### src/common/bffm_defines.vh
// register map, field positions and reset values of the bias fault block
`ifndef BFFM_DEFINES_VH
`define BFFM_DEFINES_VH

// register offsets
`define BFFM_OFS_MASK1      8'h08
`define BFFM_OFS_MASK2      8'h09
`define BFFM_OFS_FLAGS      8'h0a
`define BFFM_OFS_CTRL       8'h0c

// field positions
`define BFFM_COM_UV_BIT     4
`define BFFM_COM_OV_BIT     3
`define BFFM_LATCH_DIS_BIT  0

// widths and reset values
`define BFFM_NUM_FAULTS     7
`define BFFM_FLAGS_RST      7'h00
`define BFFM_MASK1_RST      7'h00
`define BFFM_MASK2_RST      2'h0
`define BFFM_LATCH_DIS_RST  1'b0
`define BFFM_READ_ZERO      8'h00

// serial link constants; device address value is arbitrary
`define BFFM_DEV_ADDR       7'h2a
`define BFFM_BITS_PER_BYTE  4'h8
`define BFFM_CNT_ZERO       4'h0
`define BFFM_CNT_ONE        4'h1
`define BFFM_PTR_RST        8'h00
`define BFFM_PTR_STEP       8'h01

// one-hot link states
`define BFFM_ST_IDLE        7'h01
`define BFFM_ST_ADDR        7'h02
`define BFFM_ST_ACK_A       7'h04
`define BFFM_ST_WR          7'h08
`define BFFM_ST_ACK_W       7'h10
`define BFFM_ST_RD          7'h20
`define BFFM_ST_ACK_R       7'h40

`endif

### src/verilog/bffm_top.v
// bias fault flag and mask register block with its two-wire register port
`timescale 1ns/1ps
`default_nettype none
`include "bffm_defines.vh"

module bffm_top #(
  parameter [6:0] DEV_ADDR   = `BFFM_DEV_ADDR,
  parameter       NUM_FAULTS = `BFFM_NUM_FAULTS
) (
  // clock, reset, enable
  input  wire                  mclk_i,
  input  wire                  reset_n_i,
  input  wire                  en_i,
  // two-wire register port
  input  wire                  scl_i,
  input  wire                  sda_i,
  output wire                  sda_o,
  output reg                   sda_oe_o,
  // fault detectors
  input  wire [NUM_FAULTS-1:0] fault_i,
  input  wire                  common_uv_i,
  input  wire                  common_ov_i,
  // fault output
  output wire                  fault_out_n_o
);

  // ----------------------------------------------------------------
  // declarations
  // ----------------------------------------------------------------
  reg                   scl_q;
  reg                   scl_qq;
  reg                   sda_q;
  reg                   sda_qq;
  reg  [6:0]            state_q;
  reg  [3:0]            cnt_q;
  reg  [7:0]            sh_q;
  reg  [7:0]            ptr_q;
  reg                   rw_q;
  reg                   ptr_ph_q;
  reg                   ack_ok_q;
  reg  [NUM_FAULTS-1:0] mask1_q;
  reg                   com_uv_blk_q;
  reg                   com_ov_blk_q;
  reg                   latch_dis_q;
  reg                   flag_wr_q;
  reg  [NUM_FAULTS-1:0] flag_wdat_q;
  reg                   read_clear_q;
  reg  [7:0]            rdata;
  wire [NUM_FAULTS-1:0] ind;
  wire                  scl_rise;
  wire                  scl_fall;
  wire                  start_cond;
  wire                  stop_cond;

  assign sda_o = 1'b0;

  // ----------------------------------------------------------------
  // line sampling and bus conditions
  // ----------------------------------------------------------------
  always @(posedge mclk_i or negedge reset_n_i) begin
    if (!reset_n_i) begin
      scl_q  <= 1'b1;
      scl_qq <= 1'b1;
      sda_q  <= 1'b1;
      sda_qq <= 1'b1;
    end else if (en_i) begin
      scl_q  <= scl_i;
      scl_qq <= scl_q;
      sda_q  <= sda_i;
      sda_qq <= sda_q;
    end
  end

  assign scl_rise   = scl_q & ~scl_qq;
  assign scl_fall   = ~scl_q & scl_qq;
  assign start_cond = scl_q & scl_qq & sda_qq & ~sda_q;
  assign stop_cond  = scl_q & scl_qq & ~sda_qq & sda_q;

  // ----------------------------------------------------------------
  // register read mux
  // ----------------------------------------------------------------
  always @* begin
    rdata = `BFFM_READ_ZERO;
    case (ptr_q)
      `BFFM_OFS_MASK1: begin
        rdata[NUM_FAULTS-1:0] = mask1_q;
      end
      `BFFM_OFS_MASK2: begin
        rdata[`BFFM_COM_UV_BIT] = com_uv_blk_q;
        rdata[`BFFM_COM_OV_BIT] = com_ov_blk_q;
      end
      `BFFM_OFS_FLAGS: begin
        rdata[NUM_FAULTS-1:0] = ind;
      end
      `BFFM_OFS_CTRL: begin
        rdata[`BFFM_LATCH_DIS_BIT] = latch_dis_q;
      end
      default: begin
        rdata = `BFFM_READ_ZERO;
      end
    endcase
  end

  // ----------------------------------------------------------------
  // link state machine and register writes
  // ----------------------------------------------------------------
  always @(posedge mclk_i or negedge reset_n_i) begin
    if (!reset_n_i) begin
      state_q      <= `BFFM_ST_IDLE;
      cnt_q        <= `BFFM_CNT_ZERO;
      sh_q         <= `BFFM_READ_ZERO;
      ptr_q        <= `BFFM_PTR_RST;
      rw_q         <= 1'b0;
      ptr_ph_q     <= 1'b0;
      ack_ok_q     <= 1'b0;
      sda_oe_o     <= 1'b0;
      mask1_q      <= `BFFM_MASK1_RST;
      com_uv_blk_q <= 1'b0;
      com_ov_blk_q <= 1'b0;
      latch_dis_q  <= `BFFM_LATCH_DIS_RST;
      flag_wr_q    <= 1'b0;
      flag_wdat_q  <= `BFFM_FLAGS_RST;
      read_clear_q <= 1'b0;
    end else if (en_i) begin
      flag_wr_q    <= 1'b0;
      read_clear_q <= 1'b0;
      if (start_cond) begin
        state_q  <= `BFFM_ST_ADDR;
        cnt_q    <= `BFFM_CNT_ZERO;
        sda_oe_o <= 1'b0;
      end else if (stop_cond) begin
        state_q  <= `BFFM_ST_IDLE;
        sda_oe_o <= 1'b0;
      end else begin
        case (state_q)
          `BFFM_ST_IDLE: begin
            sda_oe_o <= 1'b0;
          end
          `BFFM_ST_ADDR: begin
            if (scl_rise) begin
              sh_q  <= {sh_q[6:0], sda_q};
              cnt_q <= cnt_q + `BFFM_CNT_ONE;
            end else if (scl_fall && cnt_q == `BFFM_BITS_PER_BYTE) begin
              if (sh_q[7:1] == DEV_ADDR) begin
                rw_q     <= sh_q[0];
                sda_oe_o <= 1'b1;
                state_q  <= `BFFM_ST_ACK_A;
              end else begin
                state_q <= `BFFM_ST_IDLE;
              end
            end
          end
          `BFFM_ST_ACK_A: begin
            if (scl_fall) begin
              cnt_q <= `BFFM_CNT_ZERO;
              if (rw_q) begin
                sh_q         <= rdata;
                sda_oe_o     <= ~rdata[7];
                read_clear_q <= (ptr_q == `BFFM_OFS_FLAGS) & ~latch_dis_q;
                ptr_q        <= ptr_q + `BFFM_PTR_STEP;
                state_q      <= `BFFM_ST_RD;
              end else begin
                sda_oe_o <= 1'b0;
                ptr_ph_q <= 1'b1;
                state_q  <= `BFFM_ST_WR;
              end
            end
          end
          `BFFM_ST_WR: begin
            if (scl_rise) begin
              sh_q  <= {sh_q[6:0], sda_q};
              cnt_q <= cnt_q + `BFFM_CNT_ONE;
            end else if (scl_fall && cnt_q == `BFFM_BITS_PER_BYTE) begin
              sda_oe_o <= 1'b1;
              state_q  <= `BFFM_ST_ACK_W;
              if (ptr_ph_q) begin
                ptr_q    <= sh_q;
                ptr_ph_q <= 1'b0;
              end else begin
                ptr_q <= ptr_q + `BFFM_PTR_STEP;
                case (ptr_q)
                  `BFFM_OFS_MASK1: begin
                    mask1_q <= sh_q[NUM_FAULTS-1:0];
                  end
                  `BFFM_OFS_MASK2: begin
                    com_uv_blk_q <= sh_q[`BFFM_COM_UV_BIT];
                    com_ov_blk_q <= sh_q[`BFFM_COM_OV_BIT];
                  end
                  `BFFM_OFS_FLAGS: begin
                    flag_wr_q   <= 1'b1;
                    flag_wdat_q <= sh_q[NUM_FAULTS-1:0];
                  end
                  `BFFM_OFS_CTRL: begin
                    latch_dis_q <= sh_q[`BFFM_LATCH_DIS_BIT];
                  end
                  default: begin
                    flag_wr_q <= 1'b0;
                  end
                endcase
              end
            end
          end
          `BFFM_ST_ACK_W: begin
            if (scl_fall) begin
              sda_oe_o <= 1'b0;
              cnt_q    <= `BFFM_CNT_ZERO;
              state_q  <= `BFFM_ST_WR;
            end
          end
          `BFFM_ST_RD: begin
            if (scl_fall) begin
              cnt_q <= cnt_q + `BFFM_CNT_ONE;
              if (cnt_q == `BFFM_BITS_PER_BYTE - `BFFM_CNT_ONE) begin
                sda_oe_o <= 1'b0;
                state_q  <= `BFFM_ST_ACK_R;
              end else begin
                sh_q     <= {sh_q[6:0], 1'b0};
                sda_oe_o <= ~sh_q[6];
              end
            end
          end
          `BFFM_ST_ACK_R: begin
            if (scl_rise) begin
              ack_ok_q <= ~sda_q;
            end else if (scl_fall) begin
              cnt_q <= `BFFM_CNT_ZERO;
              if (ack_ok_q) begin
                sh_q         <= rdata;
                sda_oe_o     <= ~rdata[7];
                read_clear_q <= (ptr_q == `BFFM_OFS_FLAGS) & ~latch_dis_q;
                ptr_q        <= ptr_q + `BFFM_PTR_STEP;
                state_q      <= `BFFM_ST_RD;
              end else begin
                state_q <= `BFFM_ST_IDLE;
              end
            end
          end
          default: begin
            state_q  <= `BFFM_ST_IDLE;
            sda_oe_o <= 1'b0;
          end
        endcase
      end
    end
  end

  // ----------------------------------------------------------------
  // fault indications and output
  // ----------------------------------------------------------------
  bffm_flags #(
    .NUM_FAULTS (NUM_FAULTS)
  ) u_flags (
    .mclk_i            (mclk_i),
    .reset_n_i         (reset_n_i),
    .en_i              (en_i),
    .fault_i           (fault_i),
    .common_uv_i       (common_uv_i),
    .common_ov_i       (common_ov_i),
    .latch_dis_i       (latch_dis_q),
    .mask_i            (mask1_q),
    .common_uv_block_i (com_uv_blk_q),
    .common_ov_block_i (com_ov_blk_q),
    .read_clear_i      (read_clear_q),
    .wr_i              (flag_wr_q),
    .wdata_i           (flag_wdat_q),
    .ind_o             (ind),
    .fault_out_n_o     (fault_out_n_o)
  );

endmodule // bffm_top
`default_nettype wire

### src/verilog/bffm_flags.v
// per-fault indication cells, masking and fault output
`timescale 1ns/1ps
`default_nettype none
`include "bffm_defines.vh"

module bffm_flags #(
  parameter NUM_FAULTS = `BFFM_NUM_FAULTS
) (
  // clock and reset
  input  wire                  mclk_i,
  input  wire                  reset_n_i,
  input  wire                  en_i,
  // fault sources
  input  wire [NUM_FAULTS-1:0] fault_i,
  input  wire                  common_uv_i,
  input  wire                  common_ov_i,
  // settings
  input  wire                  latch_dis_i,
  input  wire [NUM_FAULTS-1:0] mask_i,
  input  wire                  common_uv_block_i,
  input  wire                  common_ov_block_i,
  // register accesses
  input  wire                  read_clear_i,
  input  wire                  wr_i,
  input  wire [NUM_FAULTS-1:0] wdata_i,
  // results
  output wire [NUM_FAULTS-1:0] ind_o,
  output reg                   fault_out_n_o
);

  reg  [NUM_FAULTS-1:0] flag_q;
  wire [NUM_FAULTS-1:0] clr;
  wire                  any_fault;

  // ----------------------------------------------------------------
  // indication cells
  // ----------------------------------------------------------------
  genvar i;
  generate
    for (i = 0; i < NUM_FAULTS; i = i + 1) begin : g_cell
      // read clear or written zero; a present fault outranks it
      assign clr[i] = read_clear_i | (wr_i & ~wdata_i[i]);
      always @(posedge mclk_i or negedge reset_n_i) begin
        if (!reset_n_i) begin
          flag_q[i] <= 1'b0;
        end else if (en_i) begin
          if (latch_dis_i) begin
            flag_q[i] <= fault_i[i];
          end else begin
            flag_q[i] <= fault_i[i] | (flag_q[i] & ~clr[i]);
          end
        end
      end
    end
  endgenerate

  // live status or latched flag; zero means no fault seen
  assign ind_o = latch_dis_i ? fault_i : flag_q;

  // ----------------------------------------------------------------
  // fault output
  // ----------------------------------------------------------------
  assign any_fault = (|(ind_o & ~mask_i))
                   | (common_uv_i & ~common_uv_block_i)
                   | (common_ov_i & ~common_ov_block_i);

  always @(posedge mclk_i or negedge reset_n_i) begin
    if (!reset_n_i) begin
      fault_out_n_o <= 1'b1;
    end else if (en_i) begin
      fault_out_n_o <= ~any_fault;
    end
  end

endmodule // bffm_flags
`default_nettype wire

### config.mk
export PLATFORM = sky130hd
export DESIGN_NAME = bffm_top
export DESIGN_NICKNAME = d
export VERILOG_FILES = /design/src/verilog/bffm_top.v /design/src/verilog/bffm_flags.v
export VERILOG_INCLUDE_DIRS = /design/src /design/src/common
export SDC_FILE = /design/constraint.sdc
export NUM_CORES = 1
export LEC_CHECK = 0
export ABC_AREA = 0
export CAP_MARGIN = 40
export CORE_MARGIN = 2
export CORE_UTILIZATION = 45
export CTS_BUF_LIST = sky130_fd_sc_hd__clkbuf_8
export DETAILED_ROUTE_END_ITERATION = 8
export DONT_BUFFER_PORTS = 1
export GPL_TIMING_DRIVEN = 0
export HOLD_SLACK_MARGIN = 0.05
export PLACE_DENSITY = 0.62
export SYNTH_ARGS = -nofsm -noshare
export SYNTH_HDL_FRONTEND = slang
export SYNTH_HIERARCHICAL = 1
export SYNTH_SLANG_ARGS = --single-unit
### constraint.sdc
create_clock -name mclk_i -period 2.6 [get_ports mclk_i]
set_clock_uncertainty 0.1 [all_clocks]
set_input_delay 0.26 -clock mclk_i [delete_from_list [all_inputs] [get_ports mclk_i]]
set_output_delay 0.26 -clock mclk_i [all_outputs]
set_load 0.02 [all_outputs]
Yosys cells after proc, flatten, opt, wreduce, memory -nomap -nowiden

Cells that the tools add are included.

Flip-flop bits (word level): 62
Output and inout bits: 3

Bitwise gates (word level): 69
Reductions and logical operators: 20
$add $sub $neg: 2
Equality and inequality tests: 42
Muxes and demuxes: 89

Operators with widths:

| operator            | number |
|---|---|
| $mux 8              | 16 |
| $mux 7              | 13 |
| $pmux 7 s7          | 1 |
| $ne 4x4->1 const B  | 12 |
| $mux 1              | 40 |
| $reduce_and 8->1    | 5 |
| $reduce_and 12->1   | 3 |
| $eq 8x4->1 const B  | 4 |
| $pmux 8 s4          | 1 |
| $not 1->1           | 27 |
| $and 1x1->1         | 24 |
| $mux 4              | 6 |
| $pmux 8 s3          | 1 |
| $ne 2x2->1 const B  | 11 |
| $or 1x1->1          | 16 |
| $pmux 4 s4          | 1 |
| $eq 7x6->1 const B  | 2 |
| $mux 6              | 2 |
| $reduce_and 11->1   | 1 |
| $ne 3x3->1 const B  | 3 |
| $add 8x1->8 const B | 1 |
| $pmux 2 s2          | 2 |
| $and 7x7->7         | 1 |
| $eq 7x1->1 const B  | 1 |
| other kinds (26)    | 28 |

Depth between registers and ports, before layout

Gate-level depths: netlist of run 1.

Word-level depth: 8
Gate-level depth with buffers: 9

Cells and area by module

Netlist of run 1, hierarchy kept.

Modules (own cells, without submodules):

| module     | cells an instance | area each (um^2) | times used |
|---|---|---|---|
| bffm_top   | 336               | 3,316.9          | 1 |
| bffm_flags | 56                | 554.3            | 1 |

Worst setup path before layout of run 1

Ideal clock, no wire load.

Kind: flip-flop to flip-flop
From: register state_q[6]
To: register sh_q[0]
Clock period less this slack: 2,669 ps
Path slack: -69 ps
Cell stages (with the launch flop): 8
Required time: 2,375 ps
Arrival time: 2,443 ps
Cells stage by stage: dfrtp_1 -> buf_6 -> or4_1 -> clkbuf_2 -> or4_4 -> a221o_1 -> buf_6 -> mux2_4

Longest elaborated chain between the ends: 4
Elaborated cells between the ends (all ways): 17
Classes of those cells: 13 x eq/ne; 1 x mux; 3 x reduce/logical

RTL lines:

| item                                                                    | RTL line       | RTL |
|---|---|---|
| from (decl)                                                             | bffm_top.v:34  | `reg [6:0] state_q;` |
| from (signal assigned)                                                  | bffm_top.v:109 | `` state_q <= `BFFM_ST_IDLE; `` |
| from (signal assigned)                                                  | bffm_top.v:128 | `` state_q <= `BFFM_ST_ADDR; `` |
| from (signal assigned)                                                  | bffm_top.v:132 | `` state_q <= `BFFM_ST_IDLE; `` |
| $eq 7x4->1 / $eq 7x2->1 (equally long branches)                         | bffm_top.v:135 | `case (state_q)` |
| $reduce_or 2->1 (no source line)                                        | n/a            |  |
| $ne 2x1->1 (no source line) / $reduce_bool 4->1 (equally long branches) | n/a            |  |
| $reduce_and 12->1 (no source line)                                      | n/a            |  |
| to (signal assigned)                                                    | bffm_top.v:141 | `sh_q <= {sh_q[6:0], sda_q};` |
| to (signal assigned)                                                    | bffm_top.v:157 | `sh_q <= rdata;` |
| to (signal assigned)                                                    | bffm_top.v:171 | `sh_q <= {sh_q[6:0], sda_q};` |
| to (decl)                                                               | bffm_top.v:36  | `reg [7:0] sh_q;` |

Parallel ways exist; a longest one is shown, timed or not.
A chain may end at the register's enable or synchronous reset.

Worst setup path in the final report of run 1

From: register state_q[4]
To: register sh_q[2]

The elaborated chain is that of the path after synthesis.

==> out/qor.tcl, run 1 <==
set qor(run_status) {complete, no violations}
set qor(final_cell_mix) {sky130_fd_sc_hd__dfrtp_1, sky130_fd_sc_hd__mux2_2, sky130_fd_sc_hd__o21ai_0}
set qor(worstSkewPairLatency_ns) 0.34
set qor(design.die.area_um2) 9360
set qor(synth_seq_area_share) 0.403
set qor(synth_fp_nets) 412
set qor(global_route.peak_usage_layer) {met2}
set qor(maximum_number_of_pins_on_one_net_before_global_route_repair) 63
set qor(finalNetCount) 447
set qor(diodes) 0
set qor(dieWidth_um) 96.8
set qor(synthCells) 392
set qor(wl_um) 9880
set qor(die_height_um) 96.8
set qor(worstSetupStartpointType) {flop}
set qor(globalRouteMet1Util) 0.311
set qor(totalNegativeSetupSlack_ns) 0
set qor(vias_per_cell) 6.12
set qor(dp.final_hpwl_um) 6810
set qor(layout_commonest_cell) {sky130_fd_sc_hd__dfrtp_1}
set qor(antenna_violating_nets_post_route) 0
set qor(fin_area_um2) 4600
set qor(yosysWarningCount) 6
set qor(core_region_area_um2) 8260
set qor(grt_usage) 0.216
set qor(drive_above_1_share) 0.238
set qor(layout.area.seq_um2) 1560
set qor(min_period_ns) 2.51
set qor(first_global_vias) 3210
set qor(detailroute.via_count) 3289
set qor(place.port_buffers) 0
set qor(grt_antenna_before_repair) 0
set qor(leakagePower_nw) 1.93
set qor(timing.final.ws_setup_ns) 0.0936
set qor(worst_ep_required_time_ns) 2.72
set qor(grt_use_met2) 0.323
set qor(initial_utilization) 0.469
set qor(synth_cell_type_count) 67
set qor(fin_crit_sh) 0.964
set qor(netlist_area_um2) 3870
set qor(number_of_fill_cells_in_the_layout) 740
set qor(drcViolationCount) 0
set qor(drt_pass1_iterations) 5
set qor(synth_seq_cells) 62
set qor(initialDrtViolationCount) 205
set qor(slew_headroom) 0.452
set qor(worst_setup_hold_path_clk_slew_ns) 0.07
set qor(place.gp.congestion) 0.891
set qor(crit_arrival_ns) 2.62
set qor(cts_max_path_buffers) 2
set qor(multi_input_area_um2) 2220
set qor(area_delta_synth_final_pct) 18.8
set qor(vdd_drop_max_mv) 0.304
set qor(maximum_capacitance_violations) 0
set qor(place_worst_setup_slack_ns) -0.489
set qor(synth_async_sr_flop_share) 1.00
set qor(wl_per_cell_um) 18.4
set qor(dpl-instance-area_um2) 4020
set qor(number_of_synthesized_flops_with_an_enable_pin) 0
set qor(tightestPinTransition_ns) 0.816
set qor(tritoncts_buffers) 9
set qor(worstPathMaxFanout) 8
set qor(critical_setup_path_kind) {reg2reg}
set qor(finalHoldViolCount) 0
set qor(clock_sink_count) 62
set qor(critPathMaxStageDelay_ns) 0.57
set qor(cts-root-buf) {sky130_fd_sc_hd__clkbuf_8}
set qor(worst_setup_path_end_kind) {flop}
set qor(timing.critical_path.buf_inv) 1
set qor(syn_avg_cell_area_um2) 9.88
set qor(max_freq_ghz) 0.399
set qor(std_cell_rows) 33
set qor(grt-ovfl-total) 0
set qor(cts.htree.levels) 3
set qor(ys_dominant_reg_cell) {sky130_fd_sc_hd__dfrtp_1}
set qor(hold_class) {in2reg}
set qor(first_pass_grt_wire_length_um) 16400
set qor(grt.met3_usage) 0.0412
set qor(timing.critical_path.cells) {or4_4 -> or4_4 -> a221o_1 -> buf_6 -> mux2_4}
set qor(pwr_density_cell_nw_per_um2) 585
set qor(tritoncts) {done}
set qor(ios) 17
set qor(critical_path.top_delay_family) {simple AND/OR/NAND/NOR gates}
set qor(report.final.setup_viol) 0
set qor(pins_over_their_slew_limit) 0
set qor(crit_path_top_delay_cell) {sky130_fd_sc_hd__or4_4}
set qor(cell_type_with_the_highest_occurrence_count_on_the_critical_path) {sky130_fd_sc_hd__or4_4}
set qor(hold_slack_ns) 0.162
per-layer routing:
layer,part of all wire,up-vias
met5,0,-
met4,0.022,0
met3,0.049,22
met2,0.46,101
met1,0.47,1630
li1,-,1536
tightest hold or removal path: cells and delay by family:
family,cells,cell delay (ns)
multiplexers,1,0.15
AO/OA/AOI/OAI,2,0.12
AND/OR/NAND/NOR,1,0.06
synth_stat cells, types with 2 or more instances:
cell type / n / area share
sky130_fd_sc_hd__a2111oi_0: 2 / 0.0045
sky130_fd_sc_hd__a211oi_1: 3 / 0.0058
sky130_fd_sc_hd__a21oi_1: 3 / 0.0039
sky130_fd_sc_hd__a222oi_1: 2 / 0.0052
sky130_fd_sc_hd__a22o_1: 8 / 0.018
sky130_fd_sc_hd__a22oi_1: 7 / 0.014
sky130_fd_sc_hd__a2bb2oi_1: 6 / 0.014
sky130_fd_sc_hd__a31oi_1: 5 / 0.0081
sky130_fd_sc_hd__and2_1: 2 / 0.0032
sky130_fd_sc_hd__and3_1: 4 / 0.0065
sky130_fd_sc_hd__buf_1: 4 / 0.0039
sky130_fd_sc_hd__buf_2: 3 / 0.0039
sky130_fd_sc_hd__buf_6: 3 / 0.0087
sky130_fd_sc_hd__clkbuf_1: 13 / 0.013
sky130_fd_sc_hd__dfrtp_1: 56 / 0.36
sky130_fd_sc_hd__dfstp_2: 6 / 0.041
sky130_fd_sc_hd__ha_1: 6 / 0.019
sky130_fd_sc_hd__inv_1: 22 / 0.021
sky130_fd_sc_hd__mux2_2: 34 / 0.099
sky130_fd_sc_hd__mux2_4: 8 / 0.031
sky130_fd_sc_hd__mux2i_1: 7 / 0.018
sky130_fd_sc_hd__nand2_1: 20 / 0.019
sky130_fd_sc_hd__nand2b_1: 7 / 0.011
sky130_fd_sc_hd__nand3_1: 11 / 0.014
sky130_fd_sc_hd__nand4_1: 6 / 0.0097
sky130_fd_sc_hd__nand4b_1: 2 / 0.0045
sky130_fd_sc_hd__nor2_1: 17 / 0.016
sky130_fd_sc_hd__nor2b_1: 12 / 0.019
sky130_fd_sc_hd__nor3_1: 12 / 0.016
sky130_fd_sc_hd__nor3b_1: 2 / 0.0039
sky130_fd_sc_hd__nor4_1: 14 / 0.023
sky130_fd_sc_hd__nor4b_1: 5 / 0.011
sky130_fd_sc_hd__o211a_1: 2 / 0.0052
sky130_fd_sc_hd__o21ai_0: 28 / 0.036
sky130_fd_sc_hd__o22ai_1: 5 / 0.0081
sky130_fd_sc_hd__or2_2: 2 / 0.0032
sky130_fd_sc_hd__or3_1: 4 / 0.0065
sky130_fd_sc_hd__or4_1: 5 / 0.0097
sky130_fd_sc_hd__xnor2_1: 3 / 0.0068
sky130_fd_sc_hd__xor2_1: 4 / 0.0090
kinds of logic after synthesis:
| kind of cell | synth area share |
|---|---|
| AO/OA/AOI/OAI | 0.166 |
| XOR/XNOR | 0.0158 |
| adder cells (fa/ha/maj) | 0.0194 |
| buffers and inverters | 0.0536 |
| flip-flops | 0.403 |
| multiplexers | 0.148 |
| other | 0.000969 |
| AND/OR/NAND/NOR | 0.194 |
final timing paths:
path,startpoint,cells after the start,slack (ns),end
setup / recovery,state_q[4],5,0.09,sh_q[2]
hold / removal,fault_i[2],4,0.16,u_flags/fault_out_n_o
setup reg to reg,state_q[4],5,0.09,sh_q[2]
hold reg to reg,u_flags/flag_q[0],1,0.40,u_flags/flag_q[0]
max in group asynchronous,reset_n_i,2,1.72,scl_q
min in group asynchronous,reset_n_i,2,0.36,u_flags/flag_q[2]
metrics by stage:
stage	total power, mW	std cells	util
after floorplan	1.53	392	-
after global placement	1.65	497	0.487
after detailed placement	1.66	497	0.487
after CTS	2.69	537	0.551
after global routing	2.84	537	0.557
final	2.69	537	0.557
layout make-up:
| cell class | instances | area share |
|---|---|---|
| flip-flops and latches | 62 | 0.339 |
| plain buffers | 21 | 0.0269 |
| clock buffers | 10 | 0.0299 |
| multi-input cells | 283 | 0.482 |
| well taps | 105 | 0.0286 |
| clock inverters | 6 | 0.0174 |
| inverters | 22 | 0.0179 |
| repair buffers | 28 | 0.0582 |
power breakdown:
part	leakage (nW)	internal (mW)	switching, mW
clock network	0.120	0.558	0.382
logic	1.03	0.249	0.367
registers	0.777	1.04	0.0907
total	1.93	1.85	0.839
what timing repair did:
action / in CTS / in global routing
gates resized for setup: 18 / 13
buffers inserted: 10 / 2
hold buffers: 16 / 0
hold endpoints to repair: 72 / 0
pin swaps: 2 / 2
setup endpoints to repair: 41 / 31
sequential cells by signal (all words and copies together), names as in the netlist, 4 cells and up:
name and count:
mask1_q 7, cnt_q 4, sh_q 8, state_q 7, u_flags/flag_q 7, flag_wdat_q 7
ptr_q 8
No activity file was read; power rests on OpenSTA's default activity.
==> inputs of run 2 (changes only) <==
--- a/config.mk
+++ b/config.mk
@@ -11,11 +11,13 @@
 export CORE_MARGIN = 2
 export CORE_UTILIZATION = 45
 export CTS_BUF_LIST = sky130_fd_sc_hd__clkbuf_8
+export CTS_CLUSTER_SIZE = 24
 export DETAILED_ROUTE_END_ITERATION = 8
 export DONT_BUFFER_PORTS = 1
 export GPL_TIMING_DRIVEN = 0
 export HOLD_SLACK_MARGIN = 0.05
 export PLACE_DENSITY = 0.62
+export SETUP_SLACK_MARGIN = 0.3
 export SYNTH_ARGS = -nofsm -noshare
 export SYNTH_HDL_FRONTEND = slang
 export SYNTH_HIERARCHICAL = 1
==> run 2 against run 1 <==
The run now ends with setup timing left. Design area grew 13%. Register-to-register slack got worse by 0.11 ns. Clock power down 15%. Critical endpoint is now sh_q[3]. Sequential cell count stayed put. Hold slack worse by 0.019 ns. Sequential share of layout area fell by 3.8 points. Global-route usage up 1.6 points. Largest power group unchanged. Routed wire length is 8.8% higher. Setup slack lost 0.11 ns.
==> out/qor.tcl, run 2 (synthesized netlist as in run 1, its figures left out) <==
set qor(layout_commonest_cell) {sky130_fd_sc_hd__dfrtp_1} ;# unchanged
set qor(place.port_buffers) 0 ;# unchanged
set qor(diodes) 0 ;# unchanged
set qor(place_worst_setup_slack_ns) -0.561 ;# was -0.489 ns
set qor(timing.critical_path.buf_inv) 3 ;# was 1
set qor(design.die.area_um2) 9360 ;# unchanged
set qor(power.combinational.fraction) 0.318 ;# was 0.229
set qor(cts.htree.levels) 3 ;# unchanged
set qor(crit_arrival_ns) 2.75 ;# was 2.62 ns
set qor(leakagePower_nw) 2.16 ;# was 1.93 nW
set qor(place.gp.congestion) 0.923 ;# was 0.891
set qor(switching_share) 0.352 ;# was 0.312
set qor(fin_crit_sh) 1.01 ;# was 0.964
set qor(worstHoldEndpoint) {u_flags/fault_out_n_o} ;# unchanged
set qor(std_cell_rows) 33 ;# unchanged
set qor(drcViolationCount) 0 ;# unchanged
set qor(tritoncts_buffers) 9 ;# unchanged
set qor(pwr_density_cell_nw_per_um2) 545 ;# was 585 nW/µm²
set qor(wl_um) 10700 ;# was 9880 µm
set qor(grt_usage) 0.232 ;# was 0.216
set qor(first_global_vias) 3399 ;# was 3210
set qor(reg2reg_slack_ns) -0.02 ;# was 0.09 ns
set qor(min_period_ns) 2.62 ;# was 2.51 ns
set qor(worstPathMaxFanout) 8 ;# unchanged
set qor(clock_sink_count) 62 ;# unchanged
set qor(worst_setup_path_end_kind) {flop} ;# unchanged
set qor(crit_path_top_delay_cell) {sky130_fd_sc_hd__or4_4} ;# unchanged
set qor(tightestPinTransition_ns) 0.773 ;# was 0.816 ns
set qor(tritoncts) {done} ;# unchanged
set qor(biggest_regs) {ptr_q x8, sh_q x8} ;# unchanged
set qor(antenna_violating_nets_post_route) 0 ;# unchanged
set qor(path_depth) 7 ;# was 5
set qor(critPathMaxStageDelay_ns) 0.53 ;# was 0.57 ns
set qor(post-place-cells) 497 ;# unchanged
set qor(cts-root-buf) {sky130_fd_sc_hd__clkbuf_8} ;# unchanged
set qor(net_switching_power_mw) 0.993 ;# was 0.839 mW
set qor(critical_setup_path_kind) {reg2reg} ;# unchanged
set qor(reg2reg_to) {sh_q[3]} ;# was sh_q[2]
set qor(initialDrtViolationCount) 235 ;# was 205
set qor(totalNegativeSetupSlack_ns) -0.0694 ;# was 0 ns
set qor(wl_per_cell_um) 19.1 ;# was 18.4 µm
set qor(finalNetCount) 473 ;# was 447
set qor(grt-ovfl-total) 0 ;# unchanged
set qor(vdd_drop_max_mv) 0.326 ;# was 0.304 mV
set qor(drt_pass1_iterations) 4 ;# was 5
set qor(rsz0062_at_grt) {yes}
set qor(worstSkewPairLatency_ns) 0.36 ;# was 0.34 ns
set qor(finalHoldViolCount) 0 ;# unchanged
set qor(detailroute.via_count) 3384 ;# was 3289
set qor(seqPwrFrac) 0.399 ;# was 0.422
set qor(first_pass_grt_wire_length_um) 17500 ;# was 16400 µm
set qor(area_delta_synth_final_pct) 33.7 ;# was 18.8%
set qor(vias_per_cell) 6.01 ;# was 6.12
set qor(max_freq_ghz) 0.382 ;# was 0.399 GHz
set qor(critical_path.top_delay_family) {simple AND/OR/NAND/NOR gates} ;# unchanged
set qor(timing.critical_path.cells) {buf_6 -> or4_4 -> buf_8 -> or4_4 -> a221o_1 -> buf_6 -> mux2_4} ;# was or4_4 -> or4_4 -> a221o_1 -> buf_6 -> mux2_4
set qor(p_clk_frac) 0.283 ;# was 0.349
set qor(worstSetupStartpointType) {flop} ;# unchanged
set qor(worst_r2r_startpoint) {state_q[0]} ;# was state_q[4]
set qor(maximum_number_of_pins_on_one_net_before_global_route_repair) 63 ;# unchanged
set qor(holdCritStartpoint) {fault_i[2]} ;# unchanged
set qor(die_height_um) 96.8 ;# unchanged
set qor(final_cell_mix) {sky130_fd_sc_hd__dfrtp_1, sky130_fd_sc_hd__buf_4, sky130_fd_sc_hd__o21ai_0} ;# was sky130_fd_sc_hd__dfrtp_1, sky130_fd_sc_hd__mux2_2, sky130_fd_sc_hd__o21ai_0
set qor(violated_checks) {setup timing}
set qor(pins_over_their_slew_limit) 0 ;# unchanged
set qor(slew_headroom) 0.483 ;# was 0.452
set qor(timing.final.ws_setup_ns) -0.0165 ;# was 0.0936 ns
set qor(layout.cells.non_filler) 563 ;# was 537
set qor(worst_ep_required_time_ns) 2.74 ;# was 2.72 ns
set qor(ios) 17 ;# unchanged
set qor(grt_antenna_before_repair) 0 ;# unchanged
set qor(dpl-instance-area_um2) 4040 ;# was 4020 µm²
set qor(maximum_capacitance_violations) 0 ;# unchanged
set qor(worst-r2r-cell-count) 7 ;# was 5
set qor(initial_utilization) 0.469 ;# unchanged
set qor(run_status) {complete, but fails checks} ;# was complete, no violations
set qor(timing.hold.worst_path_depth) 4 ;# unchanged
set qor(dieWidth_um) 96.8 ;# unchanged
set qor(drive_above_1_share) 0.373 ;# was 0.238
set qor(cts_max_path_buffers) 2 ;# unchanged
set qor(fin_area_um2) 5180 ;# was 4600 µm²
set qor(report.final.setup_viol) 7 ;# was 0
set qor(worst_setup_hold_path_clk_slew_ns) 0.08 ;# was 0.07 ns
set qor(internal-power_mw) 1.83 ;# was 1.85 mW
set qor(hold_class) {in2reg} ;# unchanged
set qor(dp.final_hpwl_um) 6920 ;# was 6810 µm
set qor(core_region_area_um2) 8260 ;# unchanged
[run 2: how the worst max path moves through the flow]
stage | start | endpoint
3_5_place_dp | state_q[4] | flag_wdat_q[0]
3_3_place_gp | state_q[4] | flag_wdat_q[6]
5_1_grt | state_q[0] | sh_q[1]
2_1_floorplan | state_q[0] | sh_q[0]
4_1_cts | state_q[6] | sh_q[1]
6_report | state_q[0] | sh_q[3]
[run 2: timing repair]
item,4_1_cts,5_1_grt
gates cloned,0,1
hold buffers,16,0
setup endpoints to repair,48,47
gates resized for setup,75,44
buffers inserted,19,14
hold endpoints to repair,72,0
pin swaps,31,28
[run 2: metal layers]
metal  up-vias  share of wire  GRT usage
met5         -              0          0
met2        94           0.48      0.378
li1       1584              -          -
met3        24          0.057     0.0578
met1      1682           0.44      0.307
met4         0          0.021     0.0726
[run 2: power groups by stage]
stage,Clock [mW],Sequential (mW),Combinational (mW)
after floorplan,0,1.11,0.427
after global placement,0,1.13,0.531
after detailed placement,0,1.13,0.541
after CTS,0.812,1.12,0.758
after global routing,0.866,1.14,0.972
final,0.798,1.13,0.899
[run 2: cell type report]
type	count	area, µm²
Timing Repair Buffer	50	492
Clock inverter	6	46.3
Fill cell	693	3080
Inverter	22	82.6
Tap cell	105	131
Buffer	25	183
Multi-Input combinational cell	283	2540
Sequential cell	62	1560
Clock buffer	10	138
[run 2: tightest hold or removal path: cells and delay by family]
| kind | cells | cell delay [ns] |
|---|---|---|
| muxes | 1 | 0.15 |
| AOI/OAI and AO/OA | 2 | 0.12 |
| and+or+nand+nor | 1 | 0.07 |
[run 2: per-stage QoR]
step | total power [mW] | utilization | hold WS, ns
after floorplan | 1.54 | - | -0.136
after global placement | 1.66 | 0.489 | -0.134
after detailed placement | 1.67 | 0.489 | -0.134
after global routing | 2.97 | 0.627 | 0.144
after CTS | 2.69 | 0.590 | 0.144
final | 2.82 | 0.627 | 0.144
